<file path="src/eirp_defines.svh">
// Summary of operation
// - Reset pin input; open-drain low on failures
// - Reset sets non-maskable mask until cleared
// - Non-maskable input sensed by level only
// - Option bit picks level or falling edge
// - Maskable input level-sensitive after every presetn reset
// - Line still low re-interrupts when unmasked
// - Five peripheral pins also raise interrupts
// - Captures detect rising, falling or both
// - Accumulator and strobe: rising or falling
// - Strobe only single-chip; expanded drives address strobe
// - Peripheral interrupts gated locally and globally
// - Readable flags; clear pending without service
`ifndef EIRP_DEFINES_SVH
`define EIRP_DEFINES_SVH

// ==========================================================
// Register offsets (byte addresses)
`define EIRP_OFF_CTRL 8'h00
`define EIRP_OFF_EDGE 8'h04
`define EIRP_OFF_STATUS 8'h08
`define EIRP_OFF_MASK 8'h0C
`define EIRP_OFF_CCR 8'h10
`define EIRP_OFF_PINS 8'h14

// ==========================================================
// Field positions
`define EIRP_CTRL_EDGE_MODE 0
`define EIRP_CTRL_EXPANDED 1
`define EIRP_EDGE_PA_RISE 6
`define EIRP_EDGE_STRB_RISE 7
`define EIRP_ST_PA 3
`define EIRP_ST_STRB 4
`define EIRP_ST_CLKFAIL 5
`define EIRP_ST_WDFAIL 6
`define EIRP_CCR_I 0
`define EIRP_CCR_X 1
`define EIRP_PINS_PEND 8

// ==========================================================
// Reset values
`define EIRP_CTRL_RST 2'h0
`define EIRP_EDGE_RST 8'h00
`define EIRP_STATUS_RST 7'h00
`define EIRP_MASK_RST 7'h00
`define EIRP_CCR_RST 2'h3
`define EIRP_PINS_IDLE 8'hFF

// ==========================================================
// Timing
`define EIRP_CLK_PERIOD_NS 10
`define EIRP_RST_PULSE_NS 1000
`define EIRP_RST_PULSE_CYC \
   ((`EIRP_RST_PULSE_NS + `EIRP_CLK_PERIOD_NS - 1) / `EIRP_CLK_PERIOD_NS)

`endif

</file>
<file path="src/eirp_pkg.sv">
package eirp_pkg;

   // Synchronised pin levels, one bit each
   typedef struct packed {
      logic strobe;
      logic pa;
      logic [2:0] cap;
      logic irq_n;
      logic nonmaskable_irq_in_n;
      logic rst_n;
   } eirp_pins_t;

   typedef enum logic [1:0] {
      EIRP_EDGE_OFF = 2'b00,
      EIRP_EDGE_RISE = 2'b01,
      EIRP_EDGE_FALL = 2'b10,
      EIRP_EDGE_ANY = 2'b11
   } eirp_edge_t;

   typedef enum logic [1:0] {
      EIRP_RD_IDLE = 2'b00,
      EIRP_RD_DRIVE = 2'b01,
      EIRP_RD_RELEASE = 2'b10
   } eirp_rdrv_t;

endpackage : eirp_pkg

</file>
<file path="src/eirp_pin_sync.sv">
`timescale 1ns/1ps
module eirp_pin_sync #(
   parameter int W = 8,
   parameter logic [W-1:0] IDLE = '1
) (
   // Clock and reset
   input wire logic clk,
   input wire logic rst_n,
   // Raw pins
   input wire logic [W-1:0] din,
   // Synchronised level and edge pulses
   output logic [W-1:0] lvl,
   output logic [W-1:0] rise,
   output logic [W-1:0] fall
);

   logic [W-1:0] meta_r;
   logic [W-1:0] sync_r;
   logic [W-1:0] prev_r;

   // ==========================================================
   // Two-stage synchroniser; only sync_r reads meta_r
   always_ff @(posedge clk or negedge rst_n) begin
      if (!rst_n) begin
         meta_r <= IDLE;
         sync_r <= IDLE;
         prev_r <= IDLE;
      end else begin
         meta_r <= din;
         sync_r <= meta_r;
         prev_r <= sync_r;
      end
   end

   assign lvl = sync_r;
   assign rise = sync_r & ~prev_r;
   assign fall = ~sync_r & prev_r;

endmodule : eirp_pin_sync

</file>
<file path="src/eirp_top.sv">
`timescale 1ns/1ps
`include "eirp_defines.svh"
module eirp_top #(
   parameter int RST_PULSE_CYC = `EIRP_RST_PULSE_CYC
) (
   // APB slave
   input wire logic pclk,
   input wire logic presetn,
   input wire logic psel,
   input wire logic penable,
   input wire logic pwrite,
   input wire logic [7:0] paddr,
   input wire logic [31:0] pwdata,
   output logic [31:0] prdata,
   output logic pready,
   output logic pslverr,
   // Reset pin, open drain
   input wire logic reset_pin_in,
   output logic reset_pin_out,
   output logic reset_pin_oe,
   output logic core_reset_n,
   // Failure detectors, same clock, one-cycle pulses
   input wire logic clock_mon_fail,
   input wire logic watchdog_timer_fail,
   // Interrupt and peripheral pins
   input wire logic nonmaskable_irq_in,
   input wire logic irq_n_in,
   input wire logic capture_in_1,
   input wire logic capture_in_2,
   input wire logic capture_in_3,
   input wire logic pulse_accum_in,
   input wire logic handshake_strobe_in,
   // Address strobe, shares the strobe pin
   input wire logic bus_addr_strobe,
   output logic addr_strobe_out,
   output logic addr_strobe_oe,
   // CPU side
   input wire logic cpu_irq_ack,
   output logic nmi_req,
   output logic irq_req,
   output logic periph_irq
);

   // ==========================================================
   // Pin synchronisation
   eirp_pkg::eirp_pins_t pin_raw;
   eirp_pkg::eirp_pins_t pin_lvl;
   eirp_pkg::eirp_pins_t pin_rise;
   eirp_pkg::eirp_pins_t pin_fall;

   assign pin_raw = {handshake_strobe_in, pulse_accum_in, capture_in_3,
                     capture_in_2, capture_in_1, irq_n_in,
                     nonmaskable_irq_in, reset_pin_in};

   eirp_pin_sync #(
      .W(8),
      .IDLE(`EIRP_PINS_IDLE)
   ) u_sync (
      .clk(pclk),
      .rst_n(presetn),
      .din(pin_raw),
      .lvl(pin_lvl),
      .rise(pin_rise),
      .fall(pin_fall)
   );

   // ==========================================================
   // Registers
   logic [1:0] ctrl_r;
   logic [7:0] edge_r;
   logic [6:0] status_r;
   logic [6:0] status_nxt;
   logic [6:0] mask_r;
   logic [1:0] ccr_r;
   logic irq_pend_r;
   logic pready_r;
   logic pslverr_r;
   logic [31:0] prdata_r;

   logic acc;
   logic done;
   logic wr_done;
   logic rd_done;
   logic [31:0] rd_mux;
   logic [6:0] ev_set;
   logic [2:0] cap_hit;
   logic expanded;
   logic edge_mode;
   logic i_mask;
   logic x_mask;

   assign expanded = ctrl_r[`EIRP_CTRL_EXPANDED];
   assign edge_mode = ctrl_r[`EIRP_CTRL_EDGE_MODE];
   assign i_mask = ccr_r[`EIRP_CCR_I];
   assign x_mask = ccr_r[`EIRP_CCR_X];

   // ==========================================================
   // Helpers
   function automatic logic edge_hit(input logic [1:0] sel,
                                     input logic r,
                                     input logic f);
      logic hit;
      hit = 1'b0;
      case (eirp_pkg::eirp_edge_t'(sel))
         eirp_pkg::EIRP_EDGE_RISE: hit = r;
         eirp_pkg::EIRP_EDGE_FALL: hit = f;
         eirp_pkg::EIRP_EDGE_ANY: hit = r | f;
         default: hit = 1'b0;
      endcase
      return hit;
   endfunction : edge_hit

   function automatic logic addr_ok(input logic [7:0] a);
      logic ok;
      ok = 1'b0;
      if (a == `EIRP_OFF_CTRL) begin
         ok = 1'b1;
      end else if (a == `EIRP_OFF_EDGE) begin
         ok = 1'b1;
      end else if (a == `EIRP_OFF_STATUS) begin
         ok = 1'b1;
      end else if (a == `EIRP_OFF_MASK) begin
         ok = 1'b1;
      end else if (a == `EIRP_OFF_CCR) begin
         ok = 1'b1;
      end else if (a == `EIRP_OFF_PINS) begin
         ok = 1'b1;
      end
      return ok;
   endfunction : addr_ok

   // ==========================================================
   // APB handshake: one wait state, answer registered
   assign acc = psel & penable;
   assign done = acc & pready_r;
   assign wr_done = done & pwrite & addr_ok(paddr);
   assign rd_done = done & ~pwrite;

   always_comb begin
      rd_mux = 32'h0000_0000;
      if (paddr == `EIRP_OFF_CTRL) begin
         rd_mux = {30'h0000_0000, ctrl_r};
      end else if (paddr == `EIRP_OFF_EDGE) begin
         rd_mux = {24'h00_0000, edge_r};
      end else if (paddr == `EIRP_OFF_STATUS) begin
         rd_mux = {25'h000_0000, status_r};
      end else if (paddr == `EIRP_OFF_MASK) begin
         rd_mux = {25'h000_0000, mask_r};
      end else if (paddr == `EIRP_OFF_CCR) begin
         rd_mux = {30'h0000_0000, ccr_r};
      end else if (paddr == `EIRP_OFF_PINS) begin
         rd_mux = {23'h00_0000, irq_pend_r, pin_lvl};
      end
   end

   always_ff @(posedge pclk or negedge presetn) begin
      if (!presetn) begin
         pready_r <= 1'b0;
         pslverr_r <= 1'b0;
         prdata_r <= 32'h0000_0000;
      end else begin
         pready_r <= acc & ~pready_r;
         if (acc & ~pready_r) begin
            pslverr_r <= ~addr_ok(paddr);
            prdata_r <= pwrite ? 32'h0000_0000 : rd_mux;
         end else begin
            pslverr_r <= 1'b0;
            prdata_r <= 32'h0000_0000;
         end
      end
   end

   assign pready = pready_r;
   assign pslverr = pslverr_r;
   assign prdata = prdata_r;

   // ==========================================================
   // Control and edge selection
   always_ff @(posedge pclk or negedge presetn) begin
      if (!presetn) begin
         ctrl_r <= `EIRP_CTRL_RST;
         edge_r <= `EIRP_EDGE_RST;
         mask_r <= `EIRP_MASK_RST;
      end else if (wr_done) begin
         if (paddr == `EIRP_OFF_CTRL) begin
            ctrl_r <= pwdata[1:0];
         end else if (paddr == `EIRP_OFF_EDGE) begin
            edge_r <= pwdata[7:0];
         end else if (paddr == `EIRP_OFF_MASK) begin
            mask_r <= pwdata[6:0];
         end
      end
   end

   // ==========================================================
   // Global masks
   always_ff @(posedge pclk or negedge presetn) begin
      if (!presetn) begin
         ccr_r <= `EIRP_CCR_RST;
      end else begin
         if (wr_done && paddr == `EIRP_OFF_CCR) begin
            ccr_r[`EIRP_CCR_I] <= pwdata[`EIRP_CCR_I];
            ccr_r[`EIRP_CCR_X] <= x_mask & pwdata[`EIRP_CCR_X];
         end
         // Taking a request masks further ones; X write is not lost
         if (cpu_irq_ack) begin
            ccr_r[`EIRP_CCR_I] <= 1'b1;
         end
      end
   end

   // ==========================================================
   // Peripheral pin events
   // capture edge choice
   genvar gi;
   generate
      for (gi = 0; gi < 3; gi++) begin : g_cap
         assign cap_hit[gi] = edge_hit(edge_r[2*gi+1 -: 2],
                                       pin_rise.cap[gi], pin_fall.cap[gi]);
      end
   endgenerate

   always_comb begin
      ev_set = 7'h00;
      ev_set[2:0] = cap_hit;
      ev_set[`EIRP_ST_PA] = edge_hit(
         edge_r[`EIRP_EDGE_PA_RISE] ? eirp_pkg::EIRP_EDGE_RISE :
                                      eirp_pkg::EIRP_EDGE_FALL,
         pin_rise.pa, pin_fall.pa);
      ev_set[`EIRP_ST_STRB] = ~expanded & edge_hit(
         edge_r[`EIRP_EDGE_STRB_RISE] ? eirp_pkg::EIRP_EDGE_RISE :
                                        eirp_pkg::EIRP_EDGE_FALL,
         pin_rise.strobe, pin_fall.strobe);
      ev_set[`EIRP_ST_CLKFAIL] = clock_mon_fail;
      ev_set[`EIRP_ST_WDFAIL] = watchdog_timer_fail;
   end

   // read clears, new event wins
   // Only bits returned are cleared: a flag set in the wait state was
   // not in the captured word and must survive the read.
   assign status_nxt = (rd_done && paddr == `EIRP_OFF_STATUS) ?
                       ((status_r & ~prdata_r[6:0]) | ev_set) :
                       (status_r | ev_set);

   always_ff @(posedge pclk or negedge presetn) begin
      if (!presetn) begin
         status_r <= `EIRP_STATUS_RST;
      end else begin
         status_r <= status_nxt;
      end
   end

   // ==========================================================
   // Maskable input edge latch
   always_ff @(posedge pclk or negedge presetn) begin
      if (!presetn) begin
         irq_pend_r <= 1'b0;
      end else if (edge_mode && pin_fall.irq_n) begin
         irq_pend_r <= 1'b1;
      end else if (cpu_irq_ack || !edge_mode) begin
         irq_pend_r <= 1'b0;
      end
   end

   // ==========================================================
   // Requests to the CPU
   always_ff @(posedge pclk or negedge presetn) begin
      if (!presetn) begin
         nmi_req <= 1'b0;
         irq_req <= 1'b0;
         periph_irq <= 1'b0;
      end else begin
         nmi_req <= ~x_mask & ~pin_lvl.nonmaskable_irq_in_n;
         irq_req <= ~i_mask & (edge_mode ? irq_pend_r : ~pin_lvl.irq_n);
         periph_irq <= ~i_mask & (|(status_nxt & mask_r));
      end
   end

   // ==========================================================
   // Address strobe takes the strobe pin in expanded mode
   always_ff @(posedge pclk or negedge presetn) begin
      if (!presetn) begin
         addr_strobe_out <= 1'b0;
         addr_strobe_oe <= 1'b0;
      end else begin
         addr_strobe_oe <= expanded;
         addr_strobe_out <= expanded & bus_addr_strobe;
      end
   end

   // ==========================================================
   // Reset pin driver
   // The release state waits for the pin to read high again, so a
   // stuck-low pin does not retrigger the pulse forever.
   eirp_pkg::eirp_rdrv_t rd_state_r;
   logic [$clog2(RST_PULSE_CYC+1)-1:0] rd_cnt_r;

   always_ff @(posedge pclk or negedge presetn) begin
      if (!presetn) begin
         rd_state_r <= eirp_pkg::EIRP_RD_IDLE;
         rd_cnt_r <= '0;
         reset_pin_oe <= 1'b0;
      end else begin
         case (rd_state_r)
            eirp_pkg::EIRP_RD_IDLE: begin
               if (clock_mon_fail || watchdog_timer_fail) begin
                  rd_state_r <= eirp_pkg::EIRP_RD_DRIVE;
                  rd_cnt_r <= ($bits(rd_cnt_r))'(RST_PULSE_CYC - 1);
                  reset_pin_oe <= 1'b1;
               end
            end
            eirp_pkg::EIRP_RD_DRIVE: begin
               if (rd_cnt_r == '0) begin
                  rd_state_r <= eirp_pkg::EIRP_RD_RELEASE;
                  reset_pin_oe <= 1'b0;
               end else begin
                  rd_cnt_r <= rd_cnt_r - 1'b1;
               end
            end
            eirp_pkg::EIRP_RD_RELEASE: begin
               if (pin_lvl.rst_n) begin
                  rd_state_r <= eirp_pkg::EIRP_RD_IDLE;
               end
            end
            default: begin
               rd_state_r <= eirp_pkg::EIRP_RD_IDLE;
               reset_pin_oe <= 1'b0;
            end
         endcase
      end
   end

   // Open drain: only ever drives low
   always_ff @(posedge pclk or negedge presetn) begin
      if (!presetn) begin
         reset_pin_out <= 1'b0;
         core_reset_n <= 1'b0;
      end else begin
         reset_pin_out <= 1'b0;
         // pin low holds the core in reset
         core_reset_n <= pin_lvl.rst_n;
      end
   end

endmodule : eirp_top

</file>
<file path="config.mk">
export PLATFORM = sky130hd
export DESIGN_NAME = eirp_top
export DESIGN_NICKNAME = d
export VERILOG_FILES = /design/src/eirp_pkg.sv /design/src/eirp_pin_sync.sv /design/src/eirp_top.sv
export VERILOG_INCLUDE_DIRS = /design/src
export SDC_FILE = /design/constraint.sdc
export NUM_CORES = 1
export LEC_CHECK = 0
export BUFFER_PORTS_ARGS = -buffer_cell sky130_fd_sc_hd__buf_2
export CAP_MARGIN = 20
export CORE_ASPECT_RATIO = 0.75
export CORE_MARGIN = 2
export CORE_UTILIZATION = 45
export DETAILED_ROUTE_END_ITERATION = 10
export PLACE_DENSITY = 0.71
export SETUP_SLACK_MARGIN = 0.02
export SYNTH_ARGS = -nofsm -noshare
export SYNTH_HDL_FRONTEND = slang
export SYNTH_SLANG_ARGS = --single-unit
export TNS_END_PERCENT = 30
</file>
<file path="constraint.sdc">
create_clock -name pclk -period 2.4 [get_ports pclk]
set_clock_uncertainty 0.05 [all_clocks]
set_input_delay 0.48 -clock pclk [delete_from_list [all_inputs] [get_ports pclk]]
set_output_delay 0.48 -clock pclk [all_outputs]
set_load 0.01 [all_outputs]
</file>
==> results.toml, run 1 <==
[run_status]
status = "completed"

[logic_synthesis]
avgSynthCellArea_sq_um = 11.3
synth_edf_count = 0
synth-main-ff-cell = "dfrtp_1"
syn_inst = 307
synth_top_area_share_pct = 37.5
synthSimpleGateAreaFrac_pct = 13.8
synth-xor-area-share_pct = 1.01
ys_ff_latch = 76
synth_area_sq_um = 3470
synth-seq-area-share_pct = 55.7
ys_types = 51
synth_fa_ha_area_share_pct = 2.89
synth-compound-area-share_pct = 12.5
synthMuxAreaShare_pct = 5.81
async_flop_share_pct = 100
synth_warnings = 0
synth_top_family_by_area = "simple AND/OR/NAND/NOR gates"
netlist_top_cells_area = "dfrtp_1 (38%), dfstp_2 (18%), buf_4 (5.2%)"
yosysTopAreaCell = "dfrtp_1"

[route]
drt_iter0_drc = 170
num_vias = 2517
vias_per_cell = 5.19
wl_per_cell_um = 15.4
antenna_left = 0
drc = 0
firstDrtPassIters = 4
drt_wl_total_mm = 7.47

[placed_design]
place_congestion = 0.881
dpl_cell_area_sq_um = 3900
port_buffers = 50
dp_worst_setup_slack_ns = -0.152
placed_cells = 469
dp.final_hpwl_mm = 5.55

[floorplanning]
start_util_pct = 46.9
dieHeight_um = 80.0
rows = 27
die_w_um = 105
dieArea_sq_um = 8430
core_area_sq_um = 7400
ioPinCount = 99

[finish]
ff_latch_area_sq_um = 1930
n_fill_cell = 655
nets = 444
layout-drive-gt1-share_pct = 34.9
multi_input_area_sq_um = 1340
final_cells = 485
diodes = 0
postLayoutCellArea_sq_um = 4100
syn2layout_area_growth_pct = 18.3

[min_path]
min_path_type = "in2async"

[cts]
cts_buffers = 9
cts-root-buf = "clkbuf_8"
holdBufCountCts = 0
clockBufferDepth = 2
postCtsSetupBuffers = 0
ctsResizeCount = 0
clkSinkCount = 76
cts_tree = "built"
htree_levels = 3
clock_latency_ns = 0.36
cts.clk_slew.worst_paths_ns = 0.08

[timing]
rsz0062_at_grt = "no"
min_period_ns = 2.22
setup_viol = 0
finalCritPeriodShare_pct = 92.3
slew_headroom_pct = 59.6
report.final.slew_viol_count = 0
hold_viol_final = 0
worst_slack_ns = 0.184
timing.fmax_mhz = 451
worst_pin_slew_ns = 0.603

[worst_setup_path]
critPathArrivalTime_ns = 2.38
reg2reg_to = "rd_cnt_r[4]$_DFFE_PN0P_"
crit_path_start = "paddr[7]"
crit_path_start_kind = "input pin"
rr_worst_depth = 6
path_max_fanout = 4
worstSetupPathType = "in2reg"
crit_path_end = "periph_irq$_DFF_PN0_"
r2r_setup_slack_ns = 0.36
worstPathRequired_ns = 2.57
end_kind = "flop"
timing.rr.start = "rd_cnt_r[0]$_DFFE_PN0P_"

[pwr]
vdd_drop_max_mv = 0.476
leakagePower_uw = 0.00193
power_density_nw_per_um2 = 683

[global_routing]
grtUsageTotal_pct = 19.2
grt_max_degree = 45
grt_pass1_wl_mm = 12.2
grt_pass1_vias = 2439
grt_antenna_before_repair = 0
grt_remaining_overflow = 0

[job]
drv_cap = 0
cell families after synthesis:
family | Yosys count
DFF | 76
adders and majority gates | 8
AOI/OAI and AO/OA | 65
xor gates and xnor gates | 4
muxes | 18
and+or+nand+nor | 84
other | 1
buffers and inverters | 51
per-layer routing:
metal	vias to the layer above	global-route usage (%)	wire (um)
li1	1188	-	-
met1	1225	26.3	3500
met2	95	28.5	3310
met3	9	8.00	592
met4	0	4.67	62
met5	-	0	0
synthesized netlist by cell type, drive strengths merged, types with 4 or more instances:
master  count
a21oi      11
nand2b      8
a221oi      4
or4         4
dfstp      24
o21ai      13
dfrtp      52
inv        17
nor3        5
clkbuf      7
mux2       17
nand3       6
o22ai       6
nor2       17
and2        5
ha          8
a31oi       4
buf        27
nand2      17
a211oi      6
area by class of cell:
class | count | area share [%]
Multi-Input combinational cell | 203 | 32.6
Clock inverter | 7 | 1.86
Clock buffer | 9 | 3.02
Timing Repair Buffer | 72 | 10.8
Inverter | 17 | 1.56
Sequential cell | 76 | 47.1
Tap cell | 101 | 3.08
sequential cells by signal, summed over array words and instances (netlist names), 2 cells and up:
| signal | cells |
|---|---|
| ctrl_r | 2 |
| u_sync.meta_r | 8 |
| prdata | 9 |
| u_sync.lvl | 8 |
| mask_r | 7 |
| rd_cnt_r | 7 |
| status_r | 7 |
| ccr_r | 2 |
| rd_state_r | 2 |
| edge_r | 8 |
| u_sync.prev_r | 6 |
worst min-delay path by stage:
stage          slack [ns]  cells after the start                  endpoint                        from
2_1_floorplan        0.13                      0  addr_strobe_oe$_DFF_PN0_                     presetn
3_3_place_gp         0.30                      0   u_sync.lvl[0]$_DFF_PN1_  u_sync.meta_r[0]$_DFF_PN1_
3_5_place_dp         0.30                      0   u_sync.lvl[4]$_DFF_PN1_  u_sync.meta_r[4]$_DFF_PN1_
4_1_cts              0.07                      1     edge_r[1]$_DFFE_PN0P_                     presetn
5_1_grt              0.09                      1     edge_r[1]$_DFFE_PN0P_                     presetn
6_report             0.06                      1     edge_r[1]$_DFFE_PN0P_                     presetn
layout by cell type (no fill, tap or decap), drive strengths merged, types with 4 or more instances in the layout:
| master | count |
|---|---|
| a221oi | 4 |
| ha | 8 |
| mux2 | 17 |
| nand2b | 8 |
| nor2 | 17 |
| clkbuf | 9 |
| dfrtp | 52 |
| buf | 72 |
| nand3 | 6 |
| a31oi | 4 |
| and2 | 5 |
| dfstp | 24 |
| or4 | 4 |
| nor3 | 5 |
| o22ai | 6 |
| a211oi | 6 |
| inv | 18 |
| o21ai | 13 |
| nand2 | 17 |
| a21oi | 11 |
| conb | 24 |
where the power goes:
group | switching [uW] | internal (uW)
clock network | 487 | 484
registers | 75.7 | 1390
logic | 218 | 151
total | 781 | 2020
stage by stage:
stage	total power, uW	setup TNS [ns]	utilization, %	hold WS (ns)
after floorplan	1730	0	-	0.134
after global placement	1840	-0.180	52.7	0.296
after detailed placement	1850	-0.288	52.7	0.297
after CTS	2830	0	55.5	0.0726
after global routing	2980	0	55.5	0.0901
final	2800	0	55.5	0.0642
critical path, stage by stage:
cell and delay [ns]:
buf_2 0.10, or4_1 0.59, buf_4 0.19, o41ai_1 0.37, buf_4 0.18, o211ai_1 0.13
a21oi_1 0.20, a41oi_1 0.14
(Power assumes the default switching activity.)
==> inputs of run 2 (changes only) <==
--- a/config.mk
+++ b/config.mk
@@ -6,13 +6,14 @@
 export SDC_FILE = /design/constraint.sdc
 export NUM_CORES = 1
 export LEC_CHECK = 0
+export ABC_AREA = 1
 export BUFFER_PORTS_ARGS = -buffer_cell sky130_fd_sc_hd__buf_2
 export CAP_MARGIN = 20
 export CORE_ASPECT_RATIO = 0.75
 export CORE_MARGIN = 2
 export CORE_UTILIZATION = 45
 export DETAILED_ROUTE_END_ITERATION = 10
-export PLACE_DENSITY = 0.71
+export PLACE_DENSITY = 0.7
 export SETUP_SLACK_MARGIN = 0.02
 export SYNTH_ARGS = -nofsm -noshare
 export SYNTH_HDL_FRONTEND = slang
==> constraint.sdc (replaced) <==
create_clock -name pclk -period 2.37 [get_ports pclk]
set_clock_uncertainty 0.05 [all_clocks]
set_input_delay 0.474 -clock pclk [delete_from_list [all_inputs] [get_ports pclk]]
set_output_delay 0.474 -clock pclk [all_outputs]
set_load 0.01 [all_outputs]
==> run 2 against run 1 <==
Against the previous run:
- non-clock buffer count decreased by 16
- setup slack better by 0.32 ns
- cell count increased by 18%
- first-iteration DRC count unchanged
- critical path depth rose by 2
- flip-flop and latch count unchanged
- largest power group unchanged
==> results.toml, run 2 <==
[run_status]
status = "completed"

[floorplanning]
rows = 28
dieArea_sq_um = 8800
core_area_sq_um = 7850
ioPinCount = 99
dieHeight_um = 81.7
start_util_pct = 46.2
die_w_um = 108

[logic_synthesis]
netlist_top_cells_area = "dfrtp_1 (36%), dfstp_2 (17%), nand2_1 (8.8%)"
synth_warnings = 0
synth_edf_count = 0
yosysMostFrequentCell = "nand2_1"
avgSynthCellArea_sq_um = 9.08
ys_types = 35
synth_area_sq_um = 3620
ys_ff_latch = 76
synth_common_cells = "nand2_1 (85), inv_1 (61), dfrtp_1 (52)"
synth_top_area_share_pct = 35.9
yosysTopAreaCell = "dfrtp_1"
async_flop_share_pct = 100
synth-seq-area-share_pct = 53.3
syn_inst = 399
synth-main-ff-cell = "dfrtp_1"

[timing]
tns_ns = 0
min_period_ns = 1.87
hold_viol_final = 0
rsz0062_at_grt = "no"
report.final.slew_viol_count = 0
setup_viol = 0
timing.fmax_mhz = 535
fin_hold_ws_ns = 0.0220
worst_slack_ns = 0.500
finalCritPeriodShare_pct = 78.9

[route]
firstDrtPassIters = 4
drc = 0
num_vias = 2721
drt_wl_total_mm = 7.40
drt_iter0_drc = 170
vias_per_cell = 4.76
antenna_left = 0
wl_per_cell_um = 12.9

[placed_design]
place_congestion = 0.850
dp.final_hpwl_mm = 5.53
port_buffers = 50
dp_worst_setup_slack_ns = 0.321
dpl_cell_area_sq_um = 3950

[finish]
multi_input_area_sq_um = 1340
layout-drive-gt1-share_pct = 25.7
diodes = 0
syn2layout_area_growth_pct = 14.9
nets = 527
ff_latch_area_sq_um = 1930
final_cell_mix = "nand2_1 (85), inv_1 (61), dfrtp_1 (52)"
largest_register_ffs = 9
n_fill_cell = 724
postLayoutCellArea_sq_um = 4170
final_util_pct = 53.1
layout_commonest_cell = "nand2_1"

[worst_setup_path]
worstSetupPathType = "reg2reg"
crit_path_end = "periph_irq$_DFF_PN0_"
crit_path_start_kind = "flop"
path_max_fanout = 8
critPathArrivalTime_ns = 2.08
reg2reg_to = "periph_irq$_DFF_PN0_"
crit_path_start = "pready$_DFF_PN0_"
r2r_setup_slack_ns = 0.50
rr_worst_depth = 10
worstPathRequired_ns = 2.58
end_kind = "flop"
timing.rr.start = "pready$_DFF_PN0_"

[cts]
clock_latency_ns = 0.35
postCtsSetupBuffers = 0
cts_tree = "built"
clkSinkCount = 76
holdBufCountCts = 0
cts-root-buf = "clkbuf_8"
ctsResizeCount = 0
cts_buffers = 9
cts.clk_slew.worst_paths_ns = 0.08
htree_levels = 3
clockBufferDepth = 2

[global_routing]
grt_antenna_before_repair = 0
grt_remaining_overflow = 0
grt_pass1_vias = 2514
grtUsageTotal_pct = 18.2
grt_max_degree = 39
grt_pass1_wl_mm = 12.0

[pwr]
leakagePower_uw = 0.00222
vdd_drop_max_mv = 0.379
power_density_nw_per_um2 = 699

[min_path]
min_path_type = "in2async"

[job]
drv_cap = 0
==> run 2: cell types whose count changed in the layout (fill, tap and decap cells not counted), sizes merged, moves of 16 or more <==
cell   change
nand2     +69
o21ai     +18
mux2      -16
nand3     +25
buf       -16
inv       +44
==> run 2: worst min-delay path by stage <==
stage / from / to / slack [ns]
3_5_place_dp: u_sync.meta_r[5]$_DFF_PN1_ / u_sync.lvl[5]$_DFF_PN1_ / 0.30
2_1_floorplan: presetn / addr_strobe_oe$_DFF_PN0_ / 0.13
4_1_cts: presetn / rd_cnt_r[5]$_DFFE_PN0P_ / 0.04
6_report: presetn / rd_cnt_r[5]$_DFFE_PN0P_ / 0.02
5_1_grt: presetn / rd_cnt_r[5]$_DFFE_PN0P_ / 0.04
3_3_place_gp: u_sync.meta_r[2]$_DFF_PN1_ / u_sync.lvl[2]$_DFF_PN1_ / 0.30
==> run 2: report_power, final <==
group / internal, uW / switching [uW] / total (uW)
Sequential: 1400 / 44.5 / 1450
Combinational: 131 / 257 / 387
Clock: 617 / 462 / 1080
Total: 2150 / 763 / 2910
==> run 2: cell type report <==
class | instances | area share (%)
flip-flops and latches | 76 | 46.4
well taps | 105 | 3.15
multi-input cells | 257 | 32.2
clock buffers | 11 | 3.39
clock inverters | 5 | 1.80
inverters | 62 | 5.59
repair buffers | 56 | 7.45
==> run 2: cell families (layout without fill, tap and decap cells) <==
family,Yosys count,in the layout,synth area share [%]
AND/OR/NAND/NOR,164,164,21.1
buffers and inverters,89,134,12.0
flip-flops,76,76,53.3
AO/OA/AOI/OAI,60,60,10.4
adder cells (fa/ha/maj),8,8,2.76
other,1,24,0.103
multiplexers,1,1,0.311
==> run 2: per-layer routing <==
metal / share of wire [%] / global-route usage (%) / up-vias
li1: - / - / 1366
met5: 0 / 0 / -
met4: 1.4 / 6.28 / 0
met2: 44 / 27.5 / 102
met3: 6.8 / 6.35 / 9
met1: 48 / 24.5 / 1244
==> run 2: metrics by stage <==
step                cells  power, uW
global placement      556       1850
finish                572       2910
CTS                   572       2940
detailed placement    556       1860
global route          572       3070
floorplan             422       1750
==> run 2: critical path: stages, from the launching register on <==
cell and delay [ns]:
dfrtp_1 0.36, nand3_1 0.15, nor2_4 0.24, nand3_1 0.33
nand2_1 0.14, nand2_1 0.06, nand2_1 0.08, nand2_1 0.05
nand2_1 0.05, nor2_1 0.04, a21oi_1 0.22
==> inputs of run 3 (changes only) <==
--- a/config.mk
+++ b/config.mk
@@ -6,14 +6,14 @@
 export SDC_FILE = /design/constraint.sdc
 export NUM_CORES = 1
 export LEC_CHECK = 0
-export ABC_AREA = 1
+export ABC_AREA = 0
 export BUFFER_PORTS_ARGS = -buffer_cell sky130_fd_sc_hd__buf_2
 export CAP_MARGIN = 20
 export CORE_ASPECT_RATIO = 0.75
 export CORE_MARGIN = 2
 export CORE_UTILIZATION = 45
 export DETAILED_ROUTE_END_ITERATION = 10
-export PLACE_DENSITY = 0.7
+export PLACE_DENSITY = 0.73
 export SETUP_SLACK_MARGIN = 0.02
 export SYNTH_ARGS = -nofsm -noshare
 export SYNTH_HDL_FRONTEND = slang
==> constraint.sdc (replaced) <==
create_clock -name pclk -period 1.55 [get_ports pclk]
set_clock_uncertainty 0.05 [all_clocks]
set_input_delay 0.31 -clock pclk [delete_from_list [all_inputs] [get_ports pclk]]
set_output_delay 0.31 -clock pclk [all_outputs]
set_load 0.01 [all_outputs]
==> run 3 against run 2 <==
Against the previous run:
- the flow now finishes with violations (setup timing)
- cell count shrank 5.6%
- largest power group unchanged
- die area down 4.1%
- clock power grew 56%
- register-to-register slack worse by 0.75 ns
- highest routed layer unchanged
- critical path depth shrank 5
- setup slack worse by 0.80 ns
- critical endpoint is now ctrl_r[1]$_DFFE_PN0P_
==> results.toml, run 3 (synthesized netlist as in run 1, its figures left out) <==
[worst_setup_path]
critPathTopFamily = "simple AND/OR/NAND/NOR gates"
max_stage_delay_ns = 0.60
rr_worst_depth = 5
slowest_stage = "or4_4"
crit_path_start_kind = "input pin"
cp_num_cells = 5
path_max_fanout = 5
worstSetupPathType = "in2reg"
crit_buf_inv = 1
end_kind = "flop"
critPathArrivalTime_ns = 2.04
cp_cell_sequence = "buf_6, or4_4, or4_4, nor2_4, mux2_4"
path_common_cell = "or4_4"
worstPathRequired_ns = 1.73

[floorplanning]
die_w_um = 105
rows = 27
dieHeight_um = 80.0
core_area_sq_um = 7400
ioPinCount = 99
dieArea_sq_um = 8430
start_util_pct = 46.9

[global_routing]
grt_pass1_wl_mm = 13.4
grt_pass1_vias = 2717
grtUsageTotal_pct = 20.9
grt_max_degree = 34
grt_antenna_before_repair = 0
grt_remaining_overflow = 0

[run_status]
violations = "setup timing"
status = "finished with violations"

[cts]
cts-root-buf = "clkbuf_8"
htree_levels = 3
clock_latency_ns = 0.35
cts_buffers = 9
clockBufferDepth = 2
clkSinkCount = 76
cts_tree = "built"
cts.clk_slew.worst_paths_ns = 0.08

[timing]
finalCritPeriodShare_pct = 120
hold_viol_final = 0
timing.fmax_mhz = 540
report.final.slew_viol_count = 0
rsz0062_at_grt = "yes"
worst_slack_ns = -0.303
min_period_ns = 1.85
setup_viol = 23

[min_path]
min_path_type = "in2reg"
worstHoldPathCells = 2

[route]
drc = 0
antenna_left = 0
wl_per_cell_um = 15.6
drt_wl_total_mm = 8.43
vias_per_cell = 5.11
num_vias = 2758
firstDrtPassIters = 4
drt_iter0_drc = 149

[finish]
largest_register_ffs = 9
final_cell_mix = "buf_4 (67), dfrtp_1 (52), buf_2 (47)"
diodes = 0
syn2layout_area_growth_pct = 39.2
layout-drive-gt1-share_pct = 49.7
nets = 499
final_cells = 540
layout_commonest_cell = "buf_4"

[placed_design]
placed_cells = 506
dp_worst_setup_slack_ns = -0.658
dp.final_hpwl_mm = 5.99
place_congestion = 0.955
port_buffers = 50

[pwr]
power_density_nw_per_um2 = 1030
vdd_drop_max_mv = 0.947
leakagePower_uw = 0.00229

[job]
drv_cap = 0
run 3: cell types whose count changed in the layout (fill, tap and decap cells not counted), sizes merged, moves of 9 or more:
cell / delta
buf: +62
dlygate4sd3: +9
inv: -45
mux2: +16
nand2: -69
nand3: -25
nor2: -15
o21ai: -18
run 3: path summary, 6_finish.rpt:
check	startpoint	end	slack, ns
worst max-delay path	paddr[4]	ctrl_r[1]$_DFFE_PN0P_	-0.30
worst min-delay path	cpu_irq_ack	ccr_r[0]$_DFFE_PN1P_	0.13
worst max register to register	prdata[1]$_DFF_PN0_	periph_irq$_DFF_PN0_	-0.25
worst min register to register	u_sync.meta_r[7]$_DFF_PN1_	u_sync.lvl[7]$_DFF_PN1_	0.31
max in group asynchronous	presetn	u_sync.lvl[0]$_DFF_PN1_	0.57
min in group asynchronous	presetn	prdata[7]$_DFF_PN0_	0.32
run 3: per-stage QoR:
stage	util (%)	TNS [ns]	power [uW]	area (sq um)	hold WS (ns)
finish	65.2	-3.28	4950	4830	0.130
global placement	57.4	-15.14	3110	4250	0.152
floorplan	-	-10.44	2690	3630	-0.0356
global route	65.2	-5.45	5210	4830	0.115
detailed placement	57.4	-15.26	3150	4250	0.145
CTS	63.7	-1.87	4970	4710	0.119
run 3: final cells by class:
type,instances,area (sq um)
inverters,17,63.8
flip-flops and latches,76,1930
multi-input cells,203,1590
well taps,101,126
repair buffers,127,891
clock inverters,6,87.6
clock buffers,10,138
fillers,557,2570
run 3: report_power, final:
part	switching [uW]	internal, uW	total, uW
Clock	731	950	1680
Sequential	82.4	2150	2230
Combinational	511	530	1040
run 3: routing by layer:
metal	share of wire, %	track usage [%]	vias up
met2	47	31.7	94
li1	-	-	1291
met5	0	0	-
met4	0.94	7.20	0
met3	6.6	5.39	8
met1	45	29.2	1365
run 3: timing repair:
action	4_1_cts	5_1_grt
hold endpoints to repair	19	0
gates resized for setup	30	17
hold buffers	9	0
pin swaps	14	12
setup endpoints to repair	38	39
gates cloned	0	0
buffers inserted	4	7
